## config.mk

```make
export PLATFORM = sky130hd
export DESIGN_NAME = move_return_rotate_exec
export DESIGN_NICKNAME = d
export VERILOG_FILES = /design/src/design/exec_pkg.sv /design/src/design/return_stack_if.sv /design/src/design/return_stack.sv /design/src/design/move_return_rotate_exec.sv
export SDC_FILE = /design/constraint.sdc
export NUM_CORES = 1
export LEC_CHECK = 0
export BUFFER_PORTS_ARGS = -buffer_cell sky130_fd_sc_hd__buf_2
export CORE_ASPECT_RATIO = 2
export CORE_MARGIN = 10
export CORE_UTILIZATION = 40
export CTS_BUF_LIST = sky130_fd_sc_hd__clkbuf_8 sky130_fd_sc_hd__clkbuf_16
export DETAILED_ROUTE_END_ITERATION = 7
export SETUP_SLACK_MARGIN = 0.02
export SYNTH_ARGS = -nofsm -noshare
export SYNTH_HDL_FRONTEND = slang
export SYNTH_SLANG_ARGS = --single-unit
```

## constraint.sdc

```tcl
create_clock -name mclk -period 6.36 [get_ports mclk]
set_input_delay 0.318 -clock mclk [delete_from_list [all_inputs] [get_ports mclk]]
set_output_delay 0.318 -clock mclk [all_outputs]
set_load 0.02 [all_outputs]
```

## src/design/exec_pkg.sv

```systemverilog
package exec_pkg;

  localparam int DATA_W = 8;
  localparam int ADDR_W = 7;
  localparam int PC_W = 13;
  localparam int STACK_DEPTH = 8;
  localparam int STACK_PTR_W = 3;

  // Operation select presented with each instruction; the binary opcode
  // encoding is decoded outside this block.
  typedef enum logic [2:0]
  {
    OP_NOP,
    OP_COPY_REGISTER,
    OP_LOAD_LITERAL,
    OP_STORE_ACCUMULATOR,
    OP_RETURN_WITH_LITERAL,
    OP_RETURN_FROM_INTERRUPT,
    OP_ROTATE_LEFT,
    OP_CALL
  } op_type;

  localparam logic [DATA_W-1:0] ACC_RESET = 8'h00;
  localparam logic [PC_W-1:0] PC_RESET = 13'h0000;
  localparam logic TARGET_ACC = 1'h0;
  localparam logic TARGET_REG = 1'h1;
  localparam logic [STACK_PTR_W-1:0] PTR_RESET = 3'h0;

endpackage

```

## src/design/return_stack_if.sv

```systemverilog
`timescale 1ns/1ps
`default_nettype none

// Push and pop port of the hardware return stack
interface return_stack_if;
  logic push;
  logic pop;
  logic [exec_pkg::PC_W-1:0] push_addr;
  logic [exec_pkg::PC_W-1:0] top_of_stack;

  modport core
  (
    output push,
    output pop,
    output push_addr,
    input top_of_stack
  );

  modport stack
  (
    input push,
    input pop,
    input push_addr,
    output top_of_stack
  );
endinterface

`default_nettype wire

```

## src/design/return_stack.sv

```systemverilog
`timescale 1ns/1ps
`default_nettype none

module return_stack
(
  input wire logic mclk,
  input wire logic reset_n,
  return_stack_if.stack port_s
);

  logic [exec_pkg::PC_W-1:0] mem [exec_pkg::STACK_DEPTH];
  logic [exec_pkg::STACK_PTR_W-1:0] ptr;
  logic [exec_pkg::PC_W-1:0] top;

  // Circular: overflow silently overwrites the oldest entry
  wire [exec_pkg::STACK_PTR_W-1:0] ptr_up = ptr + 3'h1;
  wire [exec_pkg::STACK_PTR_W-1:0] ptr_down = ptr - 3'h1;

  always_ff @(posedge mclk)
  begin
    if (port_s.push)
      mem[ptr] <= port_s.push_addr;
  end

  always_ff @(posedge mclk or negedge reset_n)
  begin
    if (!reset_n)
    begin
      ptr <= exec_pkg::PTR_RESET;
      top <= exec_pkg::PC_RESET;
    end
    else if (port_s.push)
    begin
      ptr <= ptr_up;
      top <= port_s.push_addr;
    end
    else if (port_s.pop)
    begin
      ptr <= ptr_down;
      top <= mem[ptr_down - 3'h1];
    end
  end

  assign port_s.top_of_stack = top;

endmodule // return_stack

`default_nettype wire

```

## src/design/move_return_rotate_exec.sv

```systemverilog
// What this block does
// - Copy register to accumulator or itself
// - Copy updates result_null_flag from value
// - Load literal to accumulator, flags kept
// - Store accumulator to register, flags kept
// - Return_with_literal loads literal, flags kept
// - Return_with_literal pops stack into PC
// - Return_with_literal takes two cycles
// - Rotate left through carry, carry only
// - Rotate result to accumulator or register
`timescale 1ns/1ps
`default_nettype none

module move_return_rotate_exec
(
  input wire logic mclk,
  input wire logic reset_n,
  input wire logic instr_valid,
  input wire exec_pkg::op_type instr_op,
  input wire logic [exec_pkg::ADDR_W-1:0] operand_register_index,
  input wire logic result_target_select,
  input wire logic [exec_pkg::DATA_W-1:0] literal_value,
  input wire logic [exec_pkg::PC_W-1:0] call_target,
  input wire logic [exec_pkg::DATA_W-1:0] reg_rdata,
  output logic [exec_pkg::ADDR_W-1:0] reg_addr,
  output logic reg_we,
  output logic [exec_pkg::DATA_W-1:0] reg_wdata,
  output logic [exec_pkg::PC_W-1:0] program_counter,
  output logic [exec_pkg::DATA_W-1:0] accumulator,
  output logic result_null_flag,
  output logic rotate_out_bit,
  output logic master_interrupt_enable,
  output logic flush,
  output logic instr_ready
);

  ////////////////////////////////////////////////////////////////////////
  // Reset release

  // The pin is asynchronous to mclk: assert at once, release through
  // two flops so that no register leaves reset on a marginal edge
  logic reset_sync;
  logic core_reset_n;

  always_ff @(posedge mclk or negedge reset_n)
  begin
    if (!reset_n)
    begin
      reset_sync <= 1'h0;
      core_reset_n <= 1'h0;
    end
    else
    begin
      reset_sync <= 1'h1;
      core_reset_n <= reset_sync;
    end
  end

  ////////////////////////////////////////////////////////////////////////
  // Decode

  typedef enum logic
  {
    EXEC_RUN,
    EXEC_FLUSH
  } exec_state_type;

  exec_state_type state;
  exec_state_type next_state;

  // Every decode shares one accept term, so a dropped slot is dropped
  // for all operations alike
  function automatic logic op_taken
  (
    input logic accept,
    input exec_pkg::op_type op,
    input exec_pkg::op_type want
  );
    return accept && op == want;
  endfunction

  function automatic logic [exec_pkg::PC_W-1:0] pc_step
  (
    input logic [exec_pkg::PC_W-1:0] pc
  );
    return pc + 13'h0001;
  endfunction

  wire flush_cycle = state == EXEC_FLUSH;
  wire take = instr_valid && instr_ready;
  wire is_copy = op_taken(take, instr_op, exec_pkg::OP_COPY_REGISTER);
  wire is_lit = op_taken(take, instr_op, exec_pkg::OP_LOAD_LITERAL);
  wire is_store = op_taken(take, instr_op, exec_pkg::OP_STORE_ACCUMULATOR);
  wire is_retlit =
    op_taken(take, instr_op, exec_pkg::OP_RETURN_WITH_LITERAL);
  wire is_retint =
    op_taken(take, instr_op, exec_pkg::OP_RETURN_FROM_INTERRUPT);
  wire is_rot = op_taken(take, instr_op, exec_pkg::OP_ROTATE_LEFT);
  wire is_call = op_taken(take, instr_op, exec_pkg::OP_CALL);
  wire is_pop = is_retlit || is_retint;

  // Nine-bit ring: carry into bit 0, bit 7 out to carry
  wire [exec_pkg::DATA_W-1:0] rot_value =
    {reg_rdata[exec_pkg::DATA_W-2:0], rotate_out_bit};

  wire [exec_pkg::DATA_W-1:0] op_result = is_rot ? rot_value : reg_rdata;
  wire to_reg = (is_copy || is_rot) &&
    result_target_select == exec_pkg::TARGET_REG;
  wire to_acc_from_reg = (is_copy || is_rot) &&
    result_target_select == exec_pkg::TARGET_ACC;

  ////////////////////////////////////////////////////////////////////////
  // Return stack

  return_stack_if stack_bus();

  return_stack u_stack
  (
    .mclk(mclk),
    .reset_n(core_reset_n),
    .port_s(stack_bus)
  );

  // Push and pop never coincide: call and the returns are distinct ops
  assign stack_bus.push = is_call;
  assign stack_bus.pop = is_pop;
  assign stack_bus.push_addr = pc_step(program_counter);

  ////////////////////////////////////////////////////////////////////////
  // Register file port

  // Register file is read combinationally at the operand index
  assign reg_addr = operand_register_index;
  assign reg_we = to_reg || is_store;
  assign reg_wdata = is_store ? accumulator : op_result;

  // Flushed fetch slot occupies the second cycle of a return
  assign flush = flush_cycle;
  assign instr_ready = core_reset_n && !flush_cycle;

  ////////////////////////////////////////////////////////////////////////
  // Next values

  wire [exec_pkg::PC_W-1:0] next_program_counter =
    is_pop ? stack_bus.top_of_stack :
    is_call ? call_target :
    take ? pc_step(program_counter) :
    program_counter;

  wire [exec_pkg::DATA_W-1:0] next_accumulator =
    (is_lit || is_retlit) ? literal_value :
    to_acc_from_reg ? op_result :
    accumulator;

  // Only copy touches the null flag; literal, store, return leave it
  wire next_result_null_flag =
    is_copy ? (reg_rdata == 8'h00) : result_null_flag;
  wire next_rotate_out_bit =
    is_rot ? reg_rdata[exec_pkg::DATA_W-1] : rotate_out_bit;
  wire next_master_interrupt_enable =
    is_retint ? 1'h1 : master_interrupt_enable;

  always_comb
  begin
    next_state = state;
    case (state)
      EXEC_RUN:
        if (is_pop)
          next_state = EXEC_FLUSH;
      EXEC_FLUSH:
        next_state = EXEC_RUN;
      default:
        next_state = EXEC_RUN;
    endcase
  end

  ////////////////////////////////////////////////////////////////////////
  // State

  always_ff @(posedge mclk or negedge core_reset_n)
  begin
    if (!core_reset_n)
      state <= EXEC_RUN;
    else
      state <= next_state;
  end

  always_ff @(posedge mclk or negedge core_reset_n)
  begin
    if (!core_reset_n)
      program_counter <= exec_pkg::PC_RESET;
    else
      program_counter <= next_program_counter;
  end

  always_ff @(posedge mclk or negedge core_reset_n)
  begin
    if (!core_reset_n)
      accumulator <= exec_pkg::ACC_RESET;
    else
      accumulator <= next_accumulator;
  end

  always_ff @(posedge mclk or negedge core_reset_n)
  begin
    if (!core_reset_n)
      result_null_flag <= 1'h0;
    else
      result_null_flag <= next_result_null_flag;
  end

  always_ff @(posedge mclk or negedge core_reset_n)
  begin
    if (!core_reset_n)
      rotate_out_bit <= 1'h0;
    else
      rotate_out_bit <= next_rotate_out_bit;
  end

  always_ff @(posedge mclk or negedge core_reset_n)
  begin
    if (!core_reset_n)
      master_interrupt_enable <= 1'h0;
    else
      master_interrupt_enable <= next_master_interrupt_enable;
  end

endmodule // move_return_rotate_exec

`default_nettype wire

```

; Yosys cells after proc, flatten, opt, wreduce, memory -nomap -nowiden
; Memory sizes are Yosys's and may differ from the RTL's.
; Index checks and enable logic that the tools add are counted.
; W data, S select, Z words.
[classes]
n_eq_ne = 7
muxes = 15
reduce_logical = 20
bitwise = 2
addsub = 4
[ops]
columns = operator, count
row1 = $mux W13, 5
row2 = $mux W8, 4
row3 = $add A13 B1 Y13 const B, 1
row4 = $eq A3 B3 Y1 const B, 4
row5 = $logic_and A1 B1 Y1, 11
row6 = $logic_not A8 Y1, 1
row7 = $eq A3 B2 Y1 const B, 2
row8 = $mux W3, 2
row9 = $sub A3 B1 Y3 const B, 2
row10 = $logic_or A1 B1 Y1, 4
row11 = $reduce_bool A2 Y1, 2
row12 = $add A3 B1 Y3 const B, 1
row13 = $eq A3 B1 Y1 const B, 1
row14 = $mux W1, 3
row15 = $reduce_bool A3 Y1, 1
row16 = $not A1 Y1, 2
row17 = $pmux W1 S2, 1
row18 = $logic_not A1 Y1, 1
[totals]
elab_cells = 59
mem_bits_rw = 104
output_inout_bits = 42
mem_count = 1
regBits = 43
[memory_table]
columns = memory, depth, width, read_ports, rd_ports_with_merged_regs, write_ports, line
row1 = u_stack.mem, 8, 13, 1, 0, 1, return_stack.sv:11  ; logic [exec_pkg::PC_W-1:0] mem [exec_pkg::STACK_DEPTH];

; Logic depth before layout (Yosys ltp)
; Gate-level depths: netlist (run 1).
[depth]
ltp_word = 8
depth_mapped = 10

; By module
; Synthesis (run 1) repeated with hierarchy kept, for this count alone.
[unflattened]
hier_cells = 447
hier_area_um2 = 6583.8
[by_module_without_submodules]
columns = module, area_each_um2, cells_each, seq_area_each_um2, instances
row1 = return_stack, 4688.2, 226, 3523.4, 1
row2 = move_return_rotate_exec, 1895.6, 221, 675.6, 1

; Worst setup path after synthesis (run 1)
; OpenSTA, ideal clock, no wires.
[synth_path]
path_type = reg-to-reg
start = reg core_reset_n
end = mem u_stack.mem[0][0] in the netlist's numbering, enable pin
setup_time_ns = 0.417
synth_period_minus_slack_ns = 3.765
t_arrival_ns = 3.348
path_stages_with_launch = 6
path_slack_ns = 2.595
cell_sequence = dfrtp_1 > and4b_1 > buf_2 > buf_2 > nand2_1 > nor4_1
[synth_between]
elab_chain_len = 5
[synth_lines]
columns = element, line
row1 = "start, declared", move_return_rotate_exec.sv:43  ; logic core_reset_n;
row2 = "start signal, assigned", move_return_rotate_exec.sv:55  ; core_reset_n <= reset_sync;
row3 = $logic_and A1 B1 Y1, move_return_rotate_exec.sv:139  ; assign instr_ready = core_reset_n && !flush_cycle;
row4 = $logic_and A1 B1 Y1, move_return_rotate_exec.sv:90  ; wire take = instr_valid && instr_ready;
row5 = $logic_and A1 B1 Y1, move_return_rotate_exec.sv:79  ; return accept && op == want;
row6 = $mux W1, return_stack.sv:21  ; if (port_s.push)
row7 = $mux W1 (not written as such), return_stack.sv:22  ; mem[ptr] <= port_s.push_addr;
row8 = "end, declared", return_stack.sv:11
; Every way passes these cells.

; Worst setup path in the final report (run 1)
[layout_path]
start = reg core_reset_n
end = out reg_wdata[5] in the netlist's numbering
[layout_between]
elab_chain_len = 5
[layout_lines]
columns = element, line
row1 = $logic_and A1 B1 Y1 *, move_return_rotate_exec.sv:139
row2 = $logic_and A1 B1 Y1 *, move_return_rotate_exec.sv:90
row3 = $logic_and A1 B1 Y1, move_return_rotate_exec.sv:79
row4 = $mux W8, move_return_rotate_exec.sv:106  ; wire [exec_pkg::DATA_W-1:0] op_result = is_rot ? rot_value : reg_rdata;
row5 = $mux W8 *, move_return_rotate_exec.sv:135  ; assign reg_wdata = is_store ? accumulator : op_result;
row6 = "end, declared", move_return_rotate_exec.sv:27  ; output logic [exec_pkg::DATA_W-1:0] reg_wdata,
; Mark *: on every way between the ends. The rest lies on a longest branch, timed or not.

==> metrics.txt, run 1 <==
Mapped Cells=514; drt via density=5.74; sequential area share after synthesis=0.610; WL per Instance=21.5 µm; WP depth=6; # fillers=1473; hold depth=3; Primary FF master, synth=edfxtp_1; NumNets Final=615; row count=67; DP Wirelength=12.4 mm; area of placed instances=7320 µm²; asr flop ratio synth=0.293; Slew Viols, Final=0; critical path cell sequence=and4b_1, buf_4, nand2_1, a211oi_1, a21oi_1, buf_2; critical path buffer and inverter count=2; CTS tree=yes; Post-Route WL=16.9 mm; antenna fix cells=0; DRT Pass-1 Iters=5; clk_lat worst skew=0.42 ns; hold path startpoint=literal_value[6]; CTS sink count=147; Tot GR Track Use=0.148; share of post-route cells with drive strength above 1=0.271; Initial Util=0.408; die width=113 µm; commonest non-fill, non-tap cell in the layout=edfxtp_1; largest net degree at the start of global routing=47; post-synth net total=561; fin worst setup slack=2.54 ns; vias in the first global route=4716; Worst Skew=0.00840 ns; Reg2Reg Setup Slack=2.63 ns; Setup Crit Path Kind=flop to output pin; Tcrit/Tclk final=0.600; share of the core filled with cells=0.466; R2R Path End=u_stack.mem[7][10]$_DFFE_PP_; Slew HR=0.182; Synth warnings=0; initial antenna violation count=0; final hold violation count=0; DRC viols=0; Power Total=3060 µW; count of cell types in the netlist=55; Bufs on Longest Clock Path=2; Core Region=16800 µm²; drt initial violations=271; TritonCTS Buffers=17; dpl ws=2.56 ns; Max stage delay on crit path=1.01 ns; most frequent cells in the layout=edfxtp_1, buf_2, dfrtp_1; vias=4519; Fmax=262 MHz; number of synthesized flops with an enable pin=104; min cycle time layout=3.82 ns; critical path's slowest cell=dfrtp_2; CP required=6.04 ns; largest vdd supply drop=0.233 mV; CP Max Fanout=46; antenna-violating nets left=0; final RePlAce weighted congestion=0.889; WP data arrival=3.50 ns; PwrDens=390 nW/µm²; design area=7850 µm²; Final Setup Violations=0; Die Area=23200 µm²; PortBufs=70; Post CTS Setup Buffer Count=0; first-pass GRT wire length=26.5 mm; hold_buf cts=1; Hold Path End=accumulator[6]$_DFFE_PN0P_; CTS root buf=clkbuf_16; Hold Path Class=primary input to flop; Worst Reg-to-Reg Cells=4; CTS resizes=0; sum of negative setup slack=0 ns; Worst R2R Start=core_reset_n$_DFF_PN0_; Mapped Avg Cell Area=13.4 µm²; flops & latches, synth=147; CP endpoint kind=output pin; critical path's top delay family=simple AND/OR/NAND/NOR gates; Layout area overhead=14.0%; worst slew pin tran=1.22 ns; Pleak=0.00282 µW; CP Launch Type=flop; H-tree Lvls=4; status=completed; Max Cap Viol=0; Die Ht=205 µm; RSZ-0062 raised after global routing=false; num ports=85; synthesized area=6880 µm²; global route overflow=0; clock-pin slew on the worst setup and hold paths=0.06 ns
[stage by stage]
step                std cells  hold WS (ns)
floorplan                 514        0.0224
global placement          755         0.104
detailed placement        755         0.104
CTS                       787        0.0915
global route              787         0.105
finish                    787         0.109
[cells in the mapped netlist, types with 4 or more instances]
cell type / n / area [µm²]
edfxtp_1: 104 / 3120
dfrtp_1: 43 / 1080
a21oi_1: 34 / 170
mux4_2: 26 / 586
nor2_1: 26 / 97.6
nand2_1: 25 / 93.8
a211oi_1: 24 / 180
inv_1: 21 / 78.8
nor3_1: 17 / 85.1
o22ai_1: 17 / 106
o21ai_0: 13 / 65.1
clkbuf_1: 12 / 45.0
buf_4: 11 / 82.6
nand3_1: 11 / 55.1
buf_2: 10 / 50.1
o31ai_1: 9 / 67.6
and3_1: 8 / 50.1
or2_2: 8 / 50.1
mux2_2: 7 / 78.8
nor2b_1: 7 / 43.8
nand2b_1: 5 / 31.3
nor4_1: 5 / 31.3
o32ai_1: 5 / 43.8
xnor2_1: 5 / 43.8
a221oi_1: 4 / 35.0
ha_1: 4 / 50.1
o21a_1: 4 / 30.0
o31a_1: 4 / 35.0
[metal layers]
| metal | GRT usage | up-vias | routed length [µm] |
|---|---|---|---|
| li1 | - | 2094 | - |
| met1 | 0.154 | 2215 | 6260 |
| met2 | 0.261 | 172 | 9060 |
| met3 | 0.0397 | 38 | 1030 |
| met4 | 0.0797 | 0 | 595 |
| met5 | 0 | - | 0 |
[final cells by class]
type | count | area, µm² | area share
sequential | 147 | 4200 | 0.535
multi-input combinational | 306 | 2400 | 0.306
clock buffer | 17 | 425 | 0.0542
timing repair buffer | 75 | 390 | 0.0497
tap | 207 | 259 | 0.0330
clock inverter | 14 | 90.1 | 0.0115
inverter | 21 | 78.8 | 0.0100
[power breakdown]
group	total [µW]	internal [µW]	leakage (µW)	switching (µW)
combinational	864	416	0.00113	448
sequential	1330	1170	0.00145	160
clock	870	491	0.000240	378
[worst max-delay path by stage]
stage                      startpoint                      endpoint
6_report       core_reset_n$_DFF_PN0_                  reg_wdata[5]
3_3_place_gp   core_reset_n$_DFF_PN0_  u_stack.mem[7][10]$_DFFE_PP_
4_1_cts        core_reset_n$_DFF_PN0_                  reg_wdata[5]
3_5_place_dp   core_reset_n$_DFF_PN0_  u_stack.mem[5][12]$_DFFE_PP_
2_1_floorplan  core_reset_n$_DFF_PN0_   u_stack.mem[0][0]$_DFFE_PP_
5_1_grt        core_reset_n$_DFF_PN0_  u_stack.mem[7][12]$_DFFE_PP_
[state kept, by name, summed over array words and instances, names as in the netlist]
register	flops
u_stack.port_s.top_of_stack	13
reset_sync	1
rotate_out_bit	1
result_null_flag	1
accumulator	8
program_counter	13
core_reset_n	1
master_interrupt_enable	1
u_stack.mem	104
flush	1
u_stack.ptr	3
[logic make-up (layout without fill, tap and decap cells)]
logic type	count (synthesis)	in the layout	share of synthesized area
mux	36	36	0.101
buf+inv	61	127	0.0445
compound gates	130	130	0.128
other cells	1	1	0.000545
xor+xnor	7	7	0.0109
simple gates	128	128	0.0976
fa+ha+maj	4	4	0.00727
flops	147	147	0.610
[tightest hold or removal path: cells and delay by family]
kind / cells / cell delay, ns
AO/OA/AOI/OAI: 1 / 0.06
AND/OR/NAND/NOR: 1 / 0.04
buffers and inverters: 1 / 0.08
(Power assumes the default switching activity.)
==> run 2: changes to the inputs <==
clock period = 3.6 ns   (was 6.36 ns; I/O delays follow)
==> run 2 against run 1 <==
- combinational power rose by 92%
- design area rose by 3.9%
- routed wire length grew 3.3%
- critical endpoint is now reg_wdata[2]
- via count grew 2.4%
- worst setup slack got worse by 1.9 ns
- cell count increased by 3.3%
- clock power up 110%
==> metrics.txt, run 2 (synthesized netlist as in run 1, its figures left out) <==
Tot GR Track Use=0.154 (+0.00662); Max Cap Viol=0 (unchanged); critical path buffer and inverter count=2 (unchanged); Pleak=0.00301 µW (+6.8%); met3 WL=944 µm (-8.0%); CTS root buf=clkbuf_16; final RePlAce weighted congestion=0.943 (+6.1%); highest routed layer=met4; NumNets Final=640 (+4.1%); Tcrit/Tclk final=0.814; clk_lat worst skew=0.42 ns (about the same); global route overflow=0 (unchanged); vias=4628 (+2.4%); hold depth=2 (-1); worst slew pin tran=0.770 ns (-0.450 ns); Worst Reg-to-Reg Cells=7 (+3); Final Setup Violations=0 (unchanged); share of post-route cells with drive strength above 1=0.289 (+0.0181); Hold Path Class=primary input to flop; Die Ht=205 µm (unchanged); Hold Slack=0.0613 ns (-0.0482 ns); antenna fix cells=0 (unchanged); drt initial violations=330 (+22%); WP depth=6 (unchanged); CP Launch Type=flop; largest vdd supply drop=0.291 mV (+25%); WL per Instance=21.5 µm (about the same); PortBufs=70 (unchanged); CP required=3.42 ns (-2.62 ns); die width=113 µm (unchanged); DRT met1 WL=6.14 mm (-2.0%); Max stage delay on crit path=0.53 ns (-0.48 ns); CTS sink count=147 (unchanged); RSZ-0062 raised after global routing=false; Layout area overhead=18.5%; Die Area=23200 µm² (unchanged); Post CTS Setup Buffer Count=0 (unchanged); TritonCTS Buffers=17 (unchanged); Post-Route WL=17.5 mm (+3.3%); first-pass GRT wire length=27.7 mm (+4.5%); critical path's slowest cell=dfrtp_2; most flop-heavy register=u_stack.mem; Slew Viols, Final=0 (unchanged); antenna-violating nets left=0 (unchanged); dpl ws=1.03 ns (-1.54 ns); Slew HR=0.483 (+0.301); Seq. cell area=4200 µm² (unchanged); DP Wirelength=13.1 mm (+5.4%); Fmax=341 MHz; CP endpoint kind=output pin; WP data arrival=2.75 ns (-0.75 ns); Placed Cells=772 (+2.3%); row count=67 (unchanged); critical path cell sequence=and4b_1, buf_4, nand2_1, a211oi_1, a21oi_1, buf_2; max reg flops=104 (unchanged); drt via density=5.69 (-0.86%); Core Region=16800 µm² (unchanged); commonest non-fill, non-tap cell in the layout=edfxtp_1; CP Max Fanout=19 (-59%); initial antenna violation count=0 (unchanged); most frequent cells in the layout=edfxtp_1, buf_2, dfrtp_1; PwrDens=703 nW/µm² (+80%); met2 wire length=10.0 mm (+11%); num ports=85 (unchanged); Bufs on Longest Clock Path=2 (unchanged); sum of negative setup slack=0 ns (unchanged); # fillers=1466 (-0.48%); Worst Skew=0.00596 ns (-0.00244 ns); non-filler cells, final=813 (+3.3%); clock-pin slew on the worst setup and hold paths=0.06 ns (about the same); critical path's top delay family=simple AND/OR/NAND/NOR gates; status=completed; DRT Pass-1 Iters=5 (unchanged); largest net degree at the start of global routing=33 (-30%); DRC viols=0 (unchanged); CTS tree=yes; Initial Util=0.408 (unchanged); min cycle time layout=2.93 ns; Setup Crit Path Kind=flop to output pin; CTS resizes=0 (unchanged); multi-input combinational cell area=2400 µm² (unchanged); final hold violation count=0 (unchanged); vias in the first global route=4995 (+5.9%); fin worst setup slack=0.670 ns (-1.87 ns); H-tree Lvls=4 (unchanged)
## run 2: cell types whose count changed in the layout (fill, tap and decap cells not counted)
| cell | before | now |
|---|---|---|
| dlygate4sd3_1 | 1 | 9 |
| buf_4 | 4 | 21 |
| inv_1 | 21 | 23 |
| inv_6 | 3 | 2 |
| clkinvlp_4 | 5 | 0 |
| clkinv_4 | 0 | 3 |
| bufinv_16 | 0 | 4 |
| clkinv_1 | 3 | 1 |
## run 2: final cells by class
cell class | instances | area share
well taps | 207 | 0.0318
clock buffers | 17 | 0.0522
repair buffers | 100 | 0.0733
inverters | 21 | 0.00967
clock inverters | 15 | 0.0233
multi-input cells | 306 | 0.295
flip-flops and latches | 147 | 0.515
## run 2: final timing paths
path                       slack [ns]                  startpoint                                          to
setup reg to reg                 1.02  u_stack.ptr[1]$_DFFE_PN0P_  u_stack.port_s.top_of_stack[6]$_DFFE_PN0P_
min in group asynchronous        0.09                     reset_n                        reset_sync$_DFF_PN0_
hold / removal                   0.06                reg_rdata[7]                  rotate_out_bit$_DFFE_PN0N_
setup / recovery                 0.67      core_reset_n$_DFF_PN0_                                reg_wdata[2]
hold reg to reg                  0.14      core_reset_n$_DFF_PN0_              program_counter[0]$_DFFE_PN0P_
max in group asynchronous        2.80      core_reset_n$_DFF_PN0_              program_counter[9]$_DFFE_PN0P_
## run 2: where the power goes
group,switching (µW),internal [µW]
Sequential,182,2070
Clock,670,1150
Combinational,897,761
Total,1750,3980
## run 2: stage by stage
stage | util | instance area (µm²) | power [µW]
2_1_floorplan | - | 6890 | 3530
3_3_place_gp | 0.442 | 7450 | 3910
3_5_place_dp | 0.442 | 7450 | 3950
4_1_cts | 0.484 | 8160 | 5790
5_1_grt | 0.484 | 8160 | 6020
6_report | 0.484 | 8160 | 5730
## run 2: per-layer routing
| layer | GRT usage | up-vias |
|---|---|---|
| met1 | 0.145 | 2297 |
| met2 | 0.298 | 155 |
| met5 | 0 | - |
| met4 | 0.0660 | 0 |
| met3 | 0.0414 | 26 |
| li1 | - | 2150 |
## run 2: timing repair
action,in CTS,in global routing
setup endpoints to repair,0,0
hold buffers,9,0
hold endpoints to repair,10,0
==> run 3: changes to the inputs <==
clock period = 2.61 ns   (was 3.6 ns; I/O delays follow)
==> run 3 against run 2 <==
- count of clock-buffer cells in the layout stayed put
- clock power is 31% higher
- combinational power up 48%
- non-clock buffer count grew 15
- first-iteration DRC count is 19% lower
- critical endpoint unchanged
- largest cell class unchanged
==> metrics.txt, run 3 (synthesized netlist as in run 1, its figures left out) <==
status=completed; Initial Util=0.408 (unchanged); CTS sink count=147 (unchanged); Die Area=23200 µm² (unchanged); Tcrit/Tclk final=0.887; critical path buffer and inverter count=2 (unchanged); commonest non-fill, non-tap cell in the layout=edfxtp_1; clk_lat worst skew=0.42 ns (about the same); Slew HR=0.434 (-0.0491); final RePlAce weighted congestion=0.884 (-6.2%); critical path's slowest cell=dfrtp_4; Int Pwr=5480 µW (+38%); GR peak layer=met2; Sw Ratio=0.310 (+0.00450); TritonCTS Buffers=17 (unchanged); share of the core filled with cells=0.491 (+0.00720); NumNets Final=655 (+2.3%); M1 GR Usage=0.156 (+0.0105); largest vdd supply drop=0.330 mV (+13%); antenna fix cells=0 (unchanged); Max stage delay on crit path=0.57 ns (+0.04 ns); vias in the first global route=5037 (+0.84%); critical path cell sequence=and4b_1, buf_4, and3_1, a211oi_1, a21oi_1, buf_2; WL per Instance=22.0 µm (+2.0%); Final Setup Violations=0 (unchanged); Die Ht=205 µm (unchanged); Slew Viols, Final=0 (unchanged); share of post-route cells with drive strength above 1=0.302 (+0.0128); Power Total=7930 µW (+38%); CTS root buf=clkbuf_16; CTS tree=yes; CP endpoint kind=output pin; Reg power frac=0.389 (-0.003); PortBufs=70 (unchanged); die width=113 µm (unchanged); final hold violation count=0 (unchanged); Fmax=432 MHz; H-tree Lvls=4 (unchanged); sum of negative setup slack=0 ns (unchanged); num ports=85 (unchanged); met3 usage=0.0370 (-0.00437); Max Cap Viol=0 (unchanged); Hold Slack=0.0192 ns (-0.0421 ns); vias=4753 (+2.7%); GRT met2 Usage=0.302 (+0.00351); CP Max Fanout=15 (-4); Setup Crit Path Kind=flop to output pin; initial antenna violation count=0 (unchanged); max reg flops=104 (unchanged); min cycle time layout=2.32 ns; part of the power in combinational logic=0.311 (+0.022); Hold Path Class=primary input to flop; Worst Skew=0.00674 ns (+0.000780 ns); CP required=2.48 ns (-0.94 ns); Layout area overhead=20.3%; DP Wirelength=13.6 mm (+4.1%); Post-Route WL=18.2 mm (+3.8%); row count=67 (unchanged); Net Sw Power=2460 µW (+40%); drt via density=5.75 (+0.96%); Pleak=0.00308 µW (+2.3%); antenna-violating nets left=0 (unchanged); CP Launch Type=flop; largest net degree at the start of global routing=33 (unchanged); RSZ-0062 raised after global routing=false; first-pass GRT wire length=28.6 mm (+3.2%); WP data arrival=2.18 ns (-0.57 ns); global route overflow=0 (unchanged); DRC viols=0 (unchanged); clock share of power=0.300 (-0.018); most frequent cells in the layout=edfxtp_1, buf_2, dfrtp_1; Core Region=16800 µm² (unchanged); DRT Pass-1 Iters=5 (unchanged); Tot GR Track Use=0.161 (+0.00722); design area=8280 µm² (+1.5%); Bufs on Longest Clock Path=2 (unchanged); worst slew pin tran=0.843 ns (+0.0732 ns); most flop-heavy register=u_stack.mem; clock-pin slew on the worst setup and hold paths=0.06 ns (about the same); critical path's top delay family=flip-flops; Post CTS Setup Buffer Count=0 (unchanged); PwrDens=959 nW/µm² (+36%); area of placed instances=7610 µm² (+2.2%); drt initial violations=268 (-19%)
## run 3: changes by cell type in the layout (fill, tap and decap cells not counted), sizes merged
cell	delta
buf	+15
clkinv	-1
clkinvlp	+1
bufinv	-1
## run 3: path summary, 6_finish.rpt
check	from	cells after the start	slack [ns]	endpoint
min reg2reg	core_reset_n$_DFF_PN0_	0	0.17	accumulator[2]$_DFFE_PN0P_
min	reg_rdata[7]	2	0.02	rotate_out_bit$_DFFE_PN0N_
max	core_reset_n$_DFF_PN0_	6	0.29	reg_wdata[2]
max in group asynchronous	core_reset_n$_DFF_PN0_	1	1.72	u_stack.ptr[0]$_DFFE_PN0P_
max reg2reg	program_counter[0]$_DFFE_PN0P_	4	0.42	u_stack.mem[3][10]$_DFFE_PP_
min in group asynchronous	reset_n	2	0.05	reset_sync$_DFF_PN0_
## run 3: area by class of cell
type | instances | area [µm²]
well taps | 207 | 259
fillers | 1463 | 8570
clock inverters | 14 | 148
multi-input cells | 306 | 2410
clock buffers | 17 | 425
flip-flops and latches | 147 | 4200
repair buffers | 115 | 748
inverters | 21 | 78.8
## run 3: through the flow
stage | setup slack (ns) | std cells
after floorplan | 0.0396 | 514
after global placement | 0.504 | 787
after detailed placement | 0.470 | 787
after CTS | 0.137 | 827
after global routing | 0.184 | 827
final | 0.295 | 827
## run 3: power by group through the flow
| stage | registers (µW) | clock network [µW] | logic (µW) |
|---|---|---|---|
| 2_1_floorplan | 3170 | 0 | 1710 |
| 3_3_place_gp | 3120 | 0 | 2420 |
| 3_5_place_dp | 3130 | 0 | 2470 |
| 4_1_cts | 3090 | 2420 | 2500 |
| 5_1_grt | 3110 | 2530 | 2700 |
| 6_report | 3090 | 2380 | 2460 |
## run 3: metal layers
| metal | part of all wire | wire (µm) |
|---|---|---|
| met1 | 0.35 | 6310 |
| met2 | 0.57 | 10300 |
| met3 | 0.045 | 820 |
| met4 | 0.041 | 750 |
| met5 | 0 | 0 |
## run 3: timing repair
item                                    CTS  global route
hold endpoints to repair                 10             0
endpoints found under the setup margin    0             1
gates resized for setup                   0             1
hold buffers                              9             0
